$ cat src/include/dssr_pkg.sv
// constants, encodings and reset values of the link status block.
// assumes one 100 MHz system clock.
package dssr_pkg;

  // --------------------------------------------------------------
  // clock and timing
  // --------------------------------------------------------------
  localparam int CLK_HZ = 32'h05f5_e100;
  localparam int BAUD_MIN_HZ = 32'h0000_012c;
  localparam int MS_PER_S = 32'h0000_03e8;
  localparam int BIT_CYCLES_300 = CLK_HZ / BAUD_MIN_HZ;
  localparam int MS_CYCLES = CLK_HZ / MS_PER_S;

  // --------------------------------------------------------------
  // reference and frequency word scaling
  // --------------------------------------------------------------
  localparam logic [15:0] REF_FULL = 16'h4000;
  localparam int REF_SHIFT = 14;
  localparam logic [15:0] WORD_MAX = 16'h7fff;

  // --------------------------------------------------------------
  // status and control word bit positions
  // --------------------------------------------------------------
  localparam int ST_SPEED_AT_REF = 8;
  localparam int ST_SERIAL_OK = 9;
  localparam int ST_IN_RANGE = 10;
  localparam int ST_RUNNING = 11;
  localparam int ST_NO_FUNC = 12;
  localparam int ST_VOLT_WARN = 13;
  localparam int ST_CURR_LIMIT = 14;
  localparam int ST_THERMAL = 15;
  localparam int CW_COAST = 3;
  localparam int CW_VALID = 10;

  // --------------------------------------------------------------
  // setting encodings
  // --------------------------------------------------------------
  typedef enum logic [1:0] {
    PROTO_NATIVE = 2'h0,
    PROTO_VENDOR_ONE = 2'h1,
    PROTO_VENDOR_TWO = 2'h2,
    PROTO_MODBUS_RTU = 2'h3
  } dssr_proto_t;

  typedef enum logic [1:0] {
    SRC_DIGITAL = 2'h0,
    SRC_SERIAL = 2'h1,
    SRC_AND = 2'h2,
    SRC_OR = 2'h3
  } dssr_src_t;

  typedef enum logic [1:0] {
    SEL_PROTOCOL = 2'h0,
    SEL_ADDRESS = 2'h1,
    SEL_BAUD = 2'h2,
    SEL_COAST = 2'h3
  } dssr_sel_t;

  localparam dssr_proto_t PROTO_RST = PROTO_NATIVE;
  localparam logic [7:0] ADDR_RST = 8'h01;
  localparam logic [2:0] BAUD_RST = 3'h5;
  localparam dssr_src_t COAST_SRC_RST = SRC_OR;

  // address ranges per protocol
  localparam logic [7:0] ADDR_MAX_NATIVE = 8'h7e;
  localparam logic [7:0] ADDR_MAX_VENDOR_ONE = 8'hff;
  localparam logic [7:0] ADDR_MAX_VENDOR_TWO = 8'h62;
  localparam logic [7:0] ADDR_MAX_MODBUS = 8'hf7;

  // baud codes: code n gives 300 * 2**n baud
  localparam logic [2:0] BAUD_CODE_4800 = 3'h4;
  localparam logic [2:0] BAUD_CODE_9600 = 3'h5;

endpackage : dssr_pkg

$ cat src/hdl/dssr_divider.sv
// serial restoring divider, one quotient bit per clock.
// assumes the caller holds off start while busy is high.
`timescale 1ns/100ps
module dssr_divider
  import dssr_pkg::*;
(
  input wire logic sys_clk, // system clock
  input wire logic reset, // async reset, active high
  input wire logic start, // begin a division
  input wire logic [29:0] dividend, // numerator, taken at start
  input wire logic [15:0] divisor, // denominator, nonzero
  output logic busy, // division in progress
  output logic done, // one-cycle pulse, quotient valid
  output logic [29:0] quotient // result, held until the next division ends
);

  typedef enum logic {DIV_IDLE, DIV_RUN} dssr_div_t;

  dssr_div_t state;
  logic [16:0] rem;
  logic [29:0] work;
  logic [15:0] den;
  logic [4:0] steps;
  wire logic [16:0] shifted = {rem[15:0], work[29]};
  wire logic fits = shifted >= {1'b0, den};
  wire logic [16:0] next_rem = fits ? shifted - {1'b0, den} : shifted;
  wire logic last = steps == 5'h1d;

  assign busy = state == DIV_RUN;

  always_ff @(posedge sys_clk or posedge reset) begin
    if (reset) begin
      state <= DIV_IDLE;
      rem <= 17'h0_0000;
      work <= 30'h0000_0000;
      den <= 16'h0000;
      steps <= 5'h00;
      done <= 1'b0;
      quotient <= 30'h0000_0000;
    end else begin
      done <= 1'b0;
      unique case (state)
        DIV_IDLE: begin
          if (start) begin
            rem <= 17'h0_0000;
            work <= dividend;
            den <= divisor;
            steps <= 5'h00;
            state <= DIV_RUN;
          end
        end
        DIV_RUN: begin
          // the dividend shifts out at the top as quotient bits enter
          rem <= next_rem;
          work <= {work[28:0], fits};
          steps <= steps + 5'h01;
          if (last) begin
            quotient <= {work[28:0], fits};
            done <= 1'b1;
            state <= DIV_IDLE;
          end
        end
      endcase
    end
  end

endmodule : dssr_divider

$ cat src/hdl/dssr_top.sv
// link status word, speed reference decode, output frequency word,
// link settings and coast source combining.
// assumes inputs synchronous to sys_clk; conditions and limits come
// from the motor core in one frequency unit.
//
// Contract
// - status bit 8 set when speed equals reference
// - status bit 9 clear on panel stop or hand mode
// - status bit 10 set while frequency is strictly inside limits
// - status bit 11 set on start or frequency above zero
// - status bit 13 set when dc bus voltage is out of bounds
// - status bit 14 flags overcurrent; persisting past trip delay trips
// - status bit 15 set on motor, drive or thermistor overheat
// - reference is 16-bit signed, 0x4000 full scale, up to 200%
// - reference 0 to 16384 maps linearly from minimum to maximum
// - negative two's complement reference means reverse rotation
// - output frequency word scales the same between limits
// - protocol code 0 to 3 selects one of four protocols
// - address range depends on protocol, default address is 1
// - station address writes over the link are refused
// - baud codes 0 to 5 give 300 to 9600 baud, default 9600
// - permitted baud rates depend on the protocol
// - baud rate writes over the link are refused
// - coast source: digital, serial, and, or (default or)
// - serial source uses only the control word
// - and source needs the digital input as well as serial command
// - coast terminal and control word bit 3 are active low
`timescale 1ns/100ps
module dssr_top
  import dssr_pkg::*;
#(
  parameter int BIT_CYCLES_300_P = BIT_CYCLES_300, // cycles per 300 baud bit
  parameter int MS_CYCLES_P = MS_CYCLES // cycles per millisecond
) (
  input wire logic sys_clk, // system clock, 100 MHz
  input wire logic reset, // async reset, active high
  // setting writes
  input wire logic panel_wr, // local_operator_panel write strobe
  input wire logic [1:0] panel_sel, // setting selected by panel
  input wire logic [7:0] panel_data, // panel write value
  input wire logic serial_wr, // serial link setting write strobe
  input wire logic [1:0] serial_sel, // setting selected by link
  input wire logic [7:0] serial_data, // link write value
  output logic setting_refused, // pulse: last write refused
  output logic [1:0] protocol_sel, // selected protocol
  output logic [7:0] station_address, // station address
  output logic [2:0] baud_code, // bit rate code
  output logic [1:0] coast_source, // coasting command source
  output logic baud_tick, // pulse once per bit time
  // control word and coasting
  input wire logic ctrl_wr, // control word strobe from link
  input wire logic [15:0] ctrl_word, // received control word
  input wire logic coast_terminal_n, // coasting input, low coasts
  output logic coast_active, // motor to coast
  // speed reference
  input wire logic ref_wr, // speed_setpoint_word write strobe
  input wire logic [15:0] ref_data, // speed_setpoint_word value
  input wire logic [15:0] min_ref, // configured minimum reference
  input wire logic [15:0] max_ref, // configured maximum reference
  output logic [15:0] speed_target, // decoded speed magnitude
  output logic speed_reverse, // reverse rotation requested
  // condition inputs
  input wire logic [15:0] motor_speed, // actual motor speed
  input wire logic [15:0] out_freq, // present output frequency
  input wire logic out_reverse, // output rotating in reverse
  input wire logic [15:0] freq_low, // output frequency low limit
  input wire logic [15:0] freq_high, // output frequency high limit
  input wire logic start_present, // a start signal is present
  input wire logic panel_stop, // panel off/stop is active
  input wire logic hand_mode, // drive is in hand mode
  input wire logic [15:0] dc_voltage, // intermediate dc bus voltage
  input wire logic [15:0] dc_low, // lower dc voltage bound
  input wire logic [15:0] dc_high, // upper dc voltage bound
  input wire logic [15:0] out_current, // output current
  input wire logic [15:0] current_ceiling_setting, // current limit
  input wire logic [15:0] trip_delay_ms, // overcurrent trip delay
  input wire logic trip_reset, // clears overcurrent trip
  input wire logic motor_hot, // motor over temperature
  input wire logic drive_hot, // drive over temperature
  input wire logic thermistor_hot, // thermistor input over limit
  input wire logic [7:0] status_low, // lower status byte from core
  output logic overcurrent_trip, // overcurrent trip, sticky
  output logic [15:0] drive_state_word, // status word
  output logic [15:0] output_freq_word // scaled output frequency
);

  // --------------------------------------------------------------
  // setting writes
  // --------------------------------------------------------------
  // the panel wins a same-cycle clash; the link write is then dropped
  // and flagged, since only one value can be stored.
  wire logic wr_any = panel_wr | serial_wr;
  wire logic wr_from_link = serial_wr & ~panel_wr;
  wire logic [1:0] wr_sel = panel_wr ? panel_sel : serial_sel;
  wire logic [7:0] wr_data = panel_wr ? panel_data : serial_data;
  wire logic clash = panel_wr & serial_wr;

  function automatic logic addr_ok(input logic [1:0] p,
                                   input logic [7:0] a);
    logic ok;
    ok = 1'b0;
    unique case (dssr_proto_t'(p))
      PROTO_NATIVE: ok = a <= ADDR_MAX_NATIVE;
      PROTO_VENDOR_ONE: ok = a != 8'h00 && a <= ADDR_MAX_VENDOR_ONE;
      PROTO_VENDOR_TWO: ok = a <= ADDR_MAX_VENDOR_TWO;
      PROTO_MODBUS_RTU: ok = a != 8'h00 && a <= ADDR_MAX_MODBUS;
    endcase
    return ok;
  endfunction : addr_ok

  function automatic logic baud_ok(input logic [1:0] p,
                                   input logic [2:0] b);
    logic ok;
    ok = 1'b0;
    unique case (dssr_proto_t'(p))
      PROTO_NATIVE: ok = b <= BAUD_CODE_9600;
      PROTO_VENDOR_ONE: ok = b == BAUD_CODE_9600;
      PROTO_VENDOR_TWO: ok = b >= BAUD_CODE_4800 && b <= BAUD_CODE_9600;
      PROTO_MODBUS_RTU: ok = b <= BAUD_CODE_9600;
    endcase
    return ok;
  endfunction : baud_ok

  // a protocol change is refused if the held address or baud
  // would be illegal under it
  wire logic proto_ok = addr_ok(wr_data[1:0], station_address) &&
                        baud_ok(wr_data[1:0], baud_code);
  logic wr_legal;

  always_comb begin
    wr_legal = 1'b0;
    unique case (dssr_sel_t'(wr_sel))
      SEL_PROTOCOL: wr_legal = wr_data[7:2] == 6'h00 && proto_ok;
      SEL_ADDRESS: wr_legal = !wr_from_link &&
                              addr_ok(protocol_sel, wr_data);
      SEL_BAUD: wr_legal = !wr_from_link && wr_data[7:3] == 5'h00 &&
                           baud_ok(protocol_sel, wr_data[2:0]);
      SEL_COAST: wr_legal = wr_data[7:2] == 6'h00;
    endcase
  end

  wire logic wr_take = wr_any & wr_legal;

  always_ff @(posedge sys_clk or posedge reset) begin
    if (reset) begin
      protocol_sel <= PROTO_RST;
      station_address <= ADDR_RST;
      baud_code <= BAUD_RST;
      coast_source <= COAST_SRC_RST;
      setting_refused <= 1'b0;
    end else begin
      setting_refused <= (wr_any & ~wr_legal) | clash;
      if (wr_take && wr_sel == SEL_PROTOCOL) protocol_sel <= wr_data[1:0];
      if (wr_take && wr_sel == SEL_ADDRESS) station_address <= wr_data;
      if (wr_take && wr_sel == SEL_BAUD) baud_code <= wr_data[2:0];
      if (wr_take && wr_sel == SEL_COAST) coast_source <= wr_data[1:0];
    end
  end

  // --------------------------------------------------------------
  // bit timing
  // --------------------------------------------------------------
  // rates double per code, so a shift of the 300 baud count gives
  // each rate; the truncated remainder makes bits run short by
  // under one clock.
  localparam logic [19:0] BIT_CYC_BASE = 20'(BIT_CYCLES_300_P);
  wire logic [19:0] bit_cycles = BIT_CYC_BASE >> baud_code;
  logic [19:0] bit_count;

  always_ff @(posedge sys_clk or posedge reset) begin
    if (reset) begin
      bit_count <= 20'h0_0000;
      baud_tick <= 1'b0;
    end else begin
      baud_tick <= bit_count == 20'h0_0000;
      bit_count <= bit_count == 20'h0_0000 ? bit_cycles - 20'h0_0001
                                           : bit_count - 20'h0_0001;
    end
  end

  // --------------------------------------------------------------
  // coasting command source
  // --------------------------------------------------------------
  // only valid control words update the link bit; it starts at 1
  // so the link bit asserts no coast before the first word.
  logic link_run;
  wire logic term_coast = ~coast_terminal_n;
  wire logic link_coast = ~link_run;
  logic next_coast;

  always_comb begin
    next_coast = 1'b0;
    unique case (dssr_src_t'(coast_source))
      SRC_DIGITAL: next_coast = term_coast;
      SRC_SERIAL: next_coast = link_coast;
      SRC_AND: next_coast = term_coast & link_coast;
      SRC_OR: next_coast = term_coast | link_coast;
    endcase
  end

  always_ff @(posedge sys_clk or posedge reset) begin
    if (reset) begin
      link_run <= 1'b1;
      coast_active <= 1'b0;
    end else begin
      if (ctrl_wr && ctrl_word[CW_VALID]) link_run <= ctrl_word[CW_COAST];
      coast_active <= next_coast;
    end
  end

  // --------------------------------------------------------------
  // speed reference decode
  // --------------------------------------------------------------
  logic [15:0] ref_word;
  // 17 bits so that -32768 keeps its magnitude
  wire logic [16:0] ref_mag = ref_word[15] ? 17'h0_0000 - {1'b1, ref_word}
                                           : {1'b0, ref_word};
  wire logic [15:0] ref_span = max_ref >= min_ref ? max_ref - min_ref
                                                  : 16'h0000;
  wire logic [32:0] ref_prod = 33'(ref_span) * 33'(ref_mag);
  wire logic [18:0] ref_scaled = ref_prod[32:REF_SHIFT];
  wire logic [19:0] ref_sum = 20'(ref_scaled) + 20'(min_ref);
  wire logic [15:0] next_target = ref_sum[19:16] != 4'h0 ? 16'hffff
                                                         : ref_sum[15:0];

  always_ff @(posedge sys_clk or posedge reset) begin
    if (reset) begin
      ref_word <= 16'h0000;
      speed_target <= 16'h0000;
      speed_reverse <= 1'b0;
    end else begin
      if (ref_wr) ref_word <= ref_data;
      speed_target <= next_target;
      speed_reverse <= ref_word[15];
    end
  end

  // --------------------------------------------------------------
  // overcurrent trip timer
  // --------------------------------------------------------------
  localparam logic [16:0] MS_CYC = 17'(MS_CYCLES_P);
  wire logic curr_over = out_current > current_ceiling_setting;
  logic [16:0] ms_count;
  logic [15:0] over_ms;
  wire logic ms_end = ms_count == MS_CYC - 17'h0_0001;
  wire logic delay_spent = over_ms >= trip_delay_ms;

  always_ff @(posedge sys_clk or posedge reset) begin
    if (reset) begin
      ms_count <= 17'h0_0000;
      over_ms <= 16'h0000;
      overcurrent_trip <= 1'b0;
    end else begin
      // the timer restarts when current drops to or below the limit
      if (!curr_over) begin
        ms_count <= 17'h0_0000;
        over_ms <= 16'h0000;
      end else begin
        ms_count <= ms_end ? 17'h0_0000 : ms_count + 17'h0_0001;
        if (ms_end && !delay_spent) over_ms <= over_ms + 16'h0001;
      end
      // a trip arriving with the reset is kept
      if (curr_over && delay_spent) overcurrent_trip <= 1'b1;
      else if (trip_reset) overcurrent_trip <= 1'b0;
    end
  end

  // --------------------------------------------------------------
  // status word
  // --------------------------------------------------------------
  // combinational: each read sees that cycle's conditions
  wire logic st_at_ref = motor_speed == speed_target;
  wire logic st_serial = ~(panel_stop | hand_mode);
  wire logic st_range = out_freq > freq_low && out_freq < freq_high;
  wire logic st_run = start_present | (out_freq != 16'h0000);
  wire logic st_volt = dc_voltage < dc_low || dc_voltage > dc_high;
  wire logic st_therm = motor_hot | drive_hot | thermistor_hot;

  always_comb begin
    drive_state_word = {8'h00, status_low};
    drive_state_word[ST_SPEED_AT_REF] = st_at_ref;
    drive_state_word[ST_SERIAL_OK] = st_serial;
    drive_state_word[ST_IN_RANGE] = st_range;
    drive_state_word[ST_RUNNING] = st_run;
    drive_state_word[ST_NO_FUNC] = 1'b0;
    drive_state_word[ST_VOLT_WARN] = st_volt;
    drive_state_word[ST_CURR_LIMIT] = curr_over;
    drive_state_word[ST_THERMAL] = st_therm;
  end

  // --------------------------------------------------------------
  // output frequency word
  // --------------------------------------------------------------
  // a serial divide refreshes the word every 32 cycles; reads in
  // between see the last figure, traded for a small divider.
  wire logic freq_span_ok = freq_high > freq_low;
  wire logic [15:0] freq_span = freq_span_ok ? freq_high - freq_low
                                             : 16'h0001;
  wire logic [15:0] freq_off = freq_span_ok && out_freq > freq_low
                               ? out_freq - freq_low : 16'h0000;
  wire logic [29:0] div_num = {freq_off, 14'h0000};
  logic div_busy;
  logic div_done;
  logic div_start;
  logic [29:0] div_quot;
  logic held_reverse;

  dssr_divider u_divider (
    .sys_clk(sys_clk),
    .reset(reset),
    .start(div_start),
    .dividend(div_num),
    .divisor(freq_span),
    .busy(div_busy),
    .done(div_done),
    .quotient(div_quot)
  );

  wire logic [15:0] quot_sat = div_quot > 30'(WORD_MAX) ? WORD_MAX
                                                         : div_quot[15:0];
  wire logic [15:0] next_freq_word = held_reverse ? 16'h0000 - quot_sat
                                                  : quot_sat;

  always_ff @(posedge sys_clk or posedge reset) begin
    if (reset) begin
      div_start <= 1'b0;
      held_reverse <= 1'b0;
      output_freq_word <= 16'h0000;
    end else begin
      div_start <= ~div_busy & ~div_start;
      if (div_start) held_reverse <= out_reverse;
      if (div_done) output_freq_word <= next_freq_word;
    end
  end

endmodule : dssr_top

$ cat config.mk
export PLATFORM = sky130hd
export DESIGN_NAME = dssr_top
export DESIGN_NICKNAME = d
export VERILOG_FILES = /design/src/include/dssr_pkg.sv /design/src/hdl/dssr_divider.sv /design/src/hdl/dssr_top.sv
export SDC_FILE = /design/constraint.sdc
export NUM_CORES = 1
export LEC_CHECK = 0
export ABC_AREA = 0
export ABC_CLOCK_PERIOD_IN_PS = 11200
export BUFFER_PORTS_ARGS = -buffer_cell sky130_fd_sc_hd__buf_2
export CELL_PAD_IN_SITES_DETAIL_PLACEMENT = 0
export CELL_PAD_IN_SITES_GLOBAL_PLACEMENT = 1
export CORE_MARGIN = 3
export CORE_UTILIZATION = 45
export DETAILED_ROUTE_END_ITERATION = 6
export PLACE_DENSITY_LB_ADDON = 0.1
export SLEW_MARGIN = 20
export SYNTH_ARGS = -nofsm -noshare
export SYNTH_HDL_FRONTEND = slang
export SYNTH_SLANG_ARGS = --single-unit
$ cat constraint.sdc
create_clock -name sys_clk -period 11.2 [get_ports sys_clk]
set_clock_uncertainty 0.2 [all_clocks]
set_input_delay 2.24 -clock sys_clk [delete_from_list [all_inputs] [get_ports sys_clk]]
set_output_delay 2.24 -clock sys_clk [all_outputs]
set_load 0.01 [all_outputs]
# == After elaboration in Yosys (flattened, before gate mapping) ==
# Cells that the tools add are included.
# word_totals
reg_bits,223
latch_bits,0
ram_bits,0
rom_bits,0
input_bits,267
out_inout_bits,68
wordCells,175
mem_count,0
# classes
addsub,12
multipliers,1
n_div,0
magnitude_cmp,22
eq_ne,19
n_shift,1
muxes,36
bitwise_logic,20
reduce_logical,39
# op_table
op,n
two-way mux 16 bit,10
greater-than comparator 16 bit,4
subtractor 16 bit,4
one-hot mux 30 bit (2 select lines),1
two-way mux 17 bit,3
subtractor 20 x 1 -> 20 bit (second input constant),2
multiplier 16 x 17 -> 33 bit,1
>= comparator 16 bit,2
less-or-equal comparator 8 x 7 -> 1 bit (second input constant),4
less-or-equal comparator 8 bit (second input constant),4
< comparator 16 bit,2
one-hot mux 16 bit (2 select lines),1
greater-than comparator 30 x 15 -> 1 bit (second input constant),1
two-way mux 30 bit,1
adder 19 x 16 -> 20 bit,1
logical AND 1 bit,20
logical NOT 20 bit,1
two-way mux 20 bit,1
>> shifter 19 x 3 -> 20 bit (first input constant),1
adder 17 x 1 -> 17 bit (second input constant),1
== test 17 bit (second input constant),1
>= comparator 17 x 16 -> 1 bit,1
subtractor 1 x 17 -> 17 bit (first input constant),1
adder 16 x 1 -> 16 bit (second input constant),1
33 further kinds,81

# == Logic depth before layout (Yosys ltp) ==
# depth
depth_word,10
depth_mapped,46
depth_no_buf,43

# == Modules after synthesis ==
# From an unflattened synthesis, not the netlist that was laid out.
# hier_totals
hier_cells,3166
area_unflattened_um2,26475.4
# modules_own_cells
module,n_inst,cells_each,area_per_inst_um2,seq_area_each_um2
dssr_top,1,2585,21226.6,3110.5
dssr_divider,1,581,5248.8,2477.4

# == Worst setup path before layout ==
# OpenSTA, ideal clock, no wires.
# synth_timing
kind,input -> register
from,input max_ref[0]
to,register speed_target[11]
setup_ps,128
arrival_ps,11524
t_required_ps,10872
slack_ps,-652
stages,41
n_path_buf,2
path_cell_list,inv_1 ha_1 fa_1 nand2b_1 a211oi_1 o21ai_0 a21o_1 nand2_1 a21oi_1 or4_1 clkbuf_1 nand3_1 nand2_1 fa_1 fa_1 inv_1 fa_1 fa_1 [5 not listed] a21o_1 a21o_1 a221oi_1 nand2_1 a21oi_1 o21bai_1 xor2_1 ha_1 nand3_1 nand2_1 a41oi_1 a21oi_1 and4_1 nor4_1 o21ai_0 mux2i_4 buf_6 nand3_1
# synth_between
elab_chain_cells,6
elab_cells_between_ends,7
classes_between,add/sub: 2; mul: 1; order compare: 1; mux: 2; reduce/logical: 1
# synth_rtl
element,line,rtl
"start, declared",dssr_top.sv:59,"input wire logic [15:0] max_ref,"
subtractor 16 bit / >= comparator 16 bit (equally long branches),dssr_top.sv:218,wire logic [15:0] ref_span = max_ref >= min_ref ? max_ref - min_ref
two-way mux 16 bit (*),dssr_top.sv:218,
multiplier 16 x 17 -> 33 bit (*),dssr_top.sv:220,wire logic [32:0] ref_prod = 33'(ref_span) * 33'(ref_mag);
adder 19 x 16 -> 20 bit (*),dssr_top.sv:222,wire logic [19:0] ref_sum = 20'(ref_scaled) + 20'(min_ref);
nonzero test 4 bit,dssr_top.sv:223,wire logic [15:0] next_target = ref_sum[19:16] != 4'h0 ? 16'hffff
two-way mux 16 bit (*),dssr_top.sv:223,
named net next_target[11],dssr_top.sv:223,
"end signal, assigned",dssr_top.sv:233,speed_target <= next_target;
"end, declared",dssr_top.sv:60,"output logic [15:0] speed_target,"
# Mark *: on every way through the listed nets, which the timed path passes. The rest lies on a longest branch.
# A chain may end at the register's enable or synchronous reset.

# == Worst setup path in the final report ==
# layout_timing
from,input max_ref[0]
to,register speed_target[9]
# Same word-level chain as after synthesis.

==> impl_summary.md <==
Die
The horizontal die dimension is approximately 250 um. The floorplan has 87 rows. From bottom edge to top edge, the die measures between 200 and 250 um. During I/O placement, the number of pins put on the boundary was 335. The floorplan step defined a die boundary enclosing 60,100 um^2. The initial utilization of the core area, before any placement, comes to ~46%. After floorplanning, the core was sized to cover ~56,000 um^2.

Status
The run finished with clean final reports.

Yosys
Summed over its instances, the top area cell type makes up 21.1% of the synthesized netlist area. The count of distinct cell types in the synthesized netlist is a little over 80. The proportion of synthesized chip area in sequential cells is 21.7%. After synthesis the netlist holds a flip-flop and latch count of approximately 220. The per-instance average area after synthesis is 8.50 um^2. The count of flip-flops with a built-in enable after synthesis is 0. The library cell occupying the most area in the post-synthesis netlist is sky130_fd_sc_hd__dfrtp_1. The Yosys warning count is 0. Of all flip-flops after synthesis, the portion carrying an async set or reset was 100%. The post-synthesis cell count is 3,030. The synthesized area is about 26,000 um^2.

Among all cell types in the netlist, the one instantiated most often is sky130_fd_sc_hd__inv_1. In the synthesized netlist, the cells that appear most often are sky130_fd_sc_hd__inv_1 (441), sky130_fd_sc_hd__nand2_1 (356), sky130_fd_sc_hd__ha_1 (284). The leading register cell type out of synthesis is sky130_fd_sc_hd__dfrtp_1. After synthesis, the cell types taking the most area are sky130_fd_sc_hd__dfrtp_1 (21%), sky130_fd_sc_hd__fa_1 (16%), sky130_fd_sc_hd__ha_1 (14%).

Worst setup path
The count of cells along the worst register-to-register path is 34. STA classifies the critical path endpoint as a register. The worst setup path is launched from an input pin. The number of buffers and inverters on the critical path is 8. The worst flop-to-flop path startpoint is ref_word[0].

For the worst setup path, the data required time is 11,410 ps. The flop-to-flop setup slack is 1230 ps. The cell repeated most along the worst path is sky130_fd_sc_hd__fa_1.

Along the worst path, the maximum fanout reaches 7. Grouping stages by cell kind, the critical path spends the most delay in adder cells. Data on the critical path arrives at its endpoint at between 10,000 and 15,000 ps. The endpoint of the lowest-slack register-to-register path is speed_target[9]. The biggest cell delay along the critical path is about 630 ps. The type of the worst setup path is in2reg.

The master of the slowest instance on the critical path is sky130_fd_sc_hd__fa_2.

STA
The worst slack on hold paths is roughly 280 ps. Subtracting the final worst setup slack from the clock period gives about 11,000 ps. Based on the critical path, the design can be clocked at up to roughly 0.090 GHz. The headroom to the max-slew limit is a little over a quarter. The slew at the pin closest to its max-slew limit is between 1000 and 1500 ps. The number of endpoints failing setup at the final stage is 0. The max-slew violation count is 0. The count of final hold-check violations is 0. After layout, the worst path uses between 90% and 100% of the clock period. Setup repair after global routing could not meet its margin everywhere.

Place
At the end of routability-driven placement, the weighted congestion stood at 0.912. Including well taps, the total number of placed cells is between 4,000 and 5,000. The placed instances occupy a cell area of around 30,000 um^2. The number of buffers added on ports is 303.

The final HPWL from detailed placement is around 60,000 um.

Clock tree
For this design, the sink count on the clock tree is 223. After clock tree synthesis, the clock-pin slew on the worst setup and hold paths is approximately 60 ps. The clock latency of the later-clocked register in the worst-skew pair is about 540 ps.

CTS built an H-tree with a depth of 1. After clock tree synthesis, the flow added hold-fix buffers numbering 0. The TritonCTS buffer count is 26. In this run the clock root is driven by a sky130_fd_sc_hd__clkbuf_16. The worst-case clock buffer depth is 3. TritonCTS built the clock tree.

Routing
The violation count after the first detailed-route iteration is between 1,000 and 1,500. The average vias per placed instance is 5.29. Once detail routing completed, the nets flagged for antenna violations numbered 0.

The total via count in the routed design is around 23,000. The number of detailed-routing iterations run before antenna repair is 5. In the routed design, unresolved DRC markers number 0.

Summed over all layers, the routed wires come to 75,000 um. Dividing the detail-routed wire length by the instance count gives around 17 um.

Hold path
The worst hold path passes through 2 cells. The hold path endpoint is u_divider.quotient[22]. The startpoint identified for the worst hold timing path is u_divider.quotient[22]. The kind of path behind the tightest hold check is reg2reg.

GRT
In the global route stage, met1 resource usage came out at between 30% and 40%. The global routing met3 resource utilization is under 10%. The total overflow left after global routing is 0.

The initial antenna violation count came to 5. The met2 demand-to-capacity share in global routing is roughly two fifths. The first global-routing pass estimated between 100,000 and 150,000 um of wire. For this run, the total global-route usage over all layers was measured as 24.8%. The layer with the highest usage after global routing is met2. The via count of the first global-routing pass is 23,429.

The pin count of the biggest net entering global routing is between 80 and 90.

Cells and area
From synthesis to final layout, the design area changed by 23.2%. The net count of the finished layout is approximately 4,300. The share of layout cells above drive strength 1 is roughly 23%. The utilization of the core after routing is a little under three fifths.

Excluding fillers, the count of instances in the completed layout stands at about 4,300. The final instance area is about 32,000 um^2. The number of fill cells in the layout is about 5,300.

Run
Across the run, the number of max-cap violations was 0.
[worst reg2reg max path, delay by kind of cell, from the launching register on]
family	cells	cell delay, ps
adder cells (fa/ha/maj)	8	3720
AND/OR/NAND/NOR	8	1980
AO/OA/AOI/OAI	9	1930
XOR/XNOR	2	670
buffers and inverters	6	580
flip-flops	1	570
multiplexers	1	210
[area by class of cell]
cell class | instances | area (um^2) | area share [%]
antenna | 3 | 7.51 | 0.0237
clock inverter | 13 | 181 | 0.572
clock buffer | 35 | 746 | 2.35
multi-input combinational | 2263 | 18600 | 58.7
inverter | 442 | 1670 | 5.26
timing repair buffer | 607 | 3960 | 12.5
tap | 756 | 946 | 2.98
sequential | 223 | 5590 | 17.6
[cell families (layout without fill, tap and decap cells)]
kind of cell,Yosys count,in the layout,synth area share [%]
mux,56,56,2.44
xor+xnor,152,152,5.17
fa+ha+maj,497,497,30.3
other cells,2,20,0.0292
buf+inv,559,1097,8.46
flops,223,223,21.7
compound gates,533,533,13.5
simple gates,1008,1008,18.4
[stage by stage]
step	TNS, ps	setup WS [ps]
finish	0	95.0
CTS	0	2.81
global route	-2070	-189
detailed placement	-16070	-1040
global placement	-14830	-957
floorplan	0	12.4
[layout by cell type, fill, tap and decap left out, types with 101 or more instances in the layout]
cell and instances:
sky130_fd_sc_hd__fa_1 209, sky130_fd_sc_hd__dfrtp_1 216, sky130_fd_sc_hd__o21ai_0 101, sky130_fd_sc_hd__inv_1 437, sky130_fd_sc_hd__buf_4 288, sky130_fd_sc_hd__nor2_1 227
sky130_fd_sc_hd__a21oi_1 119, sky130_fd_sc_hd__buf_2 301, sky130_fd_sc_hd__nand2_1 352, sky130_fd_sc_hd__ha_1 275
[how the worst max path moves through the flow]
stage | startpoint | endpoint | slack, ps | cells after the start
floorplan | max_ref[0] | speed_target[11] | 10 | 40
global placement | max_ref[0] | speed_target[9] | -960 | 40
detailed placement | min_ref[1] | speed_target[2] | -1040 | 40
CTS | min_ref[0] | speed_target[2] | 3 | 42
global route | max_ref[0] | speed_target[0] | -190 | 44
finish | max_ref[0] | speed_target[9] | 90 | 41
[what timing repair did]
| item | in CTS | in global routing |
|---|---|---|
| endpoints found under the setup margin | 16 | 16 |
| buffers inserted | 6 | 14 |
| pin swaps | 11 | 66 |
| cloned | 1 | 0 |
| endpoints found under the hold margin | 0 | 0 |
| gates resized for setup | 30 | 98 |
[sequential cells by signal (all words and copies together) (netlist names), 2 cells and up]
register / count
u_divider.quotient: 30
u_divider.work: 30
bit_count: 20
ms_count: 17
output_freq_word: 16
over_ms: 16
ref_word: 16
speed_target: 16
u_divider.den: 16
u_divider.rem: 16
station_address: 8
u_divider.steps: 5
baud_code: 3
coast_source: 2
protocol_sel: 2
[per-layer routing]
metal  up-vias  part of all wire (%)
met5         -                 0.049
met4         6                   1.9
met3        91                   6.0
met2       592                    46
met1     11060                    46
li1      11218                     -
Power is left out: the tool's default activity adds up to more than one toggle a clock period on the data nets, which glitch-free logic cannot reach.
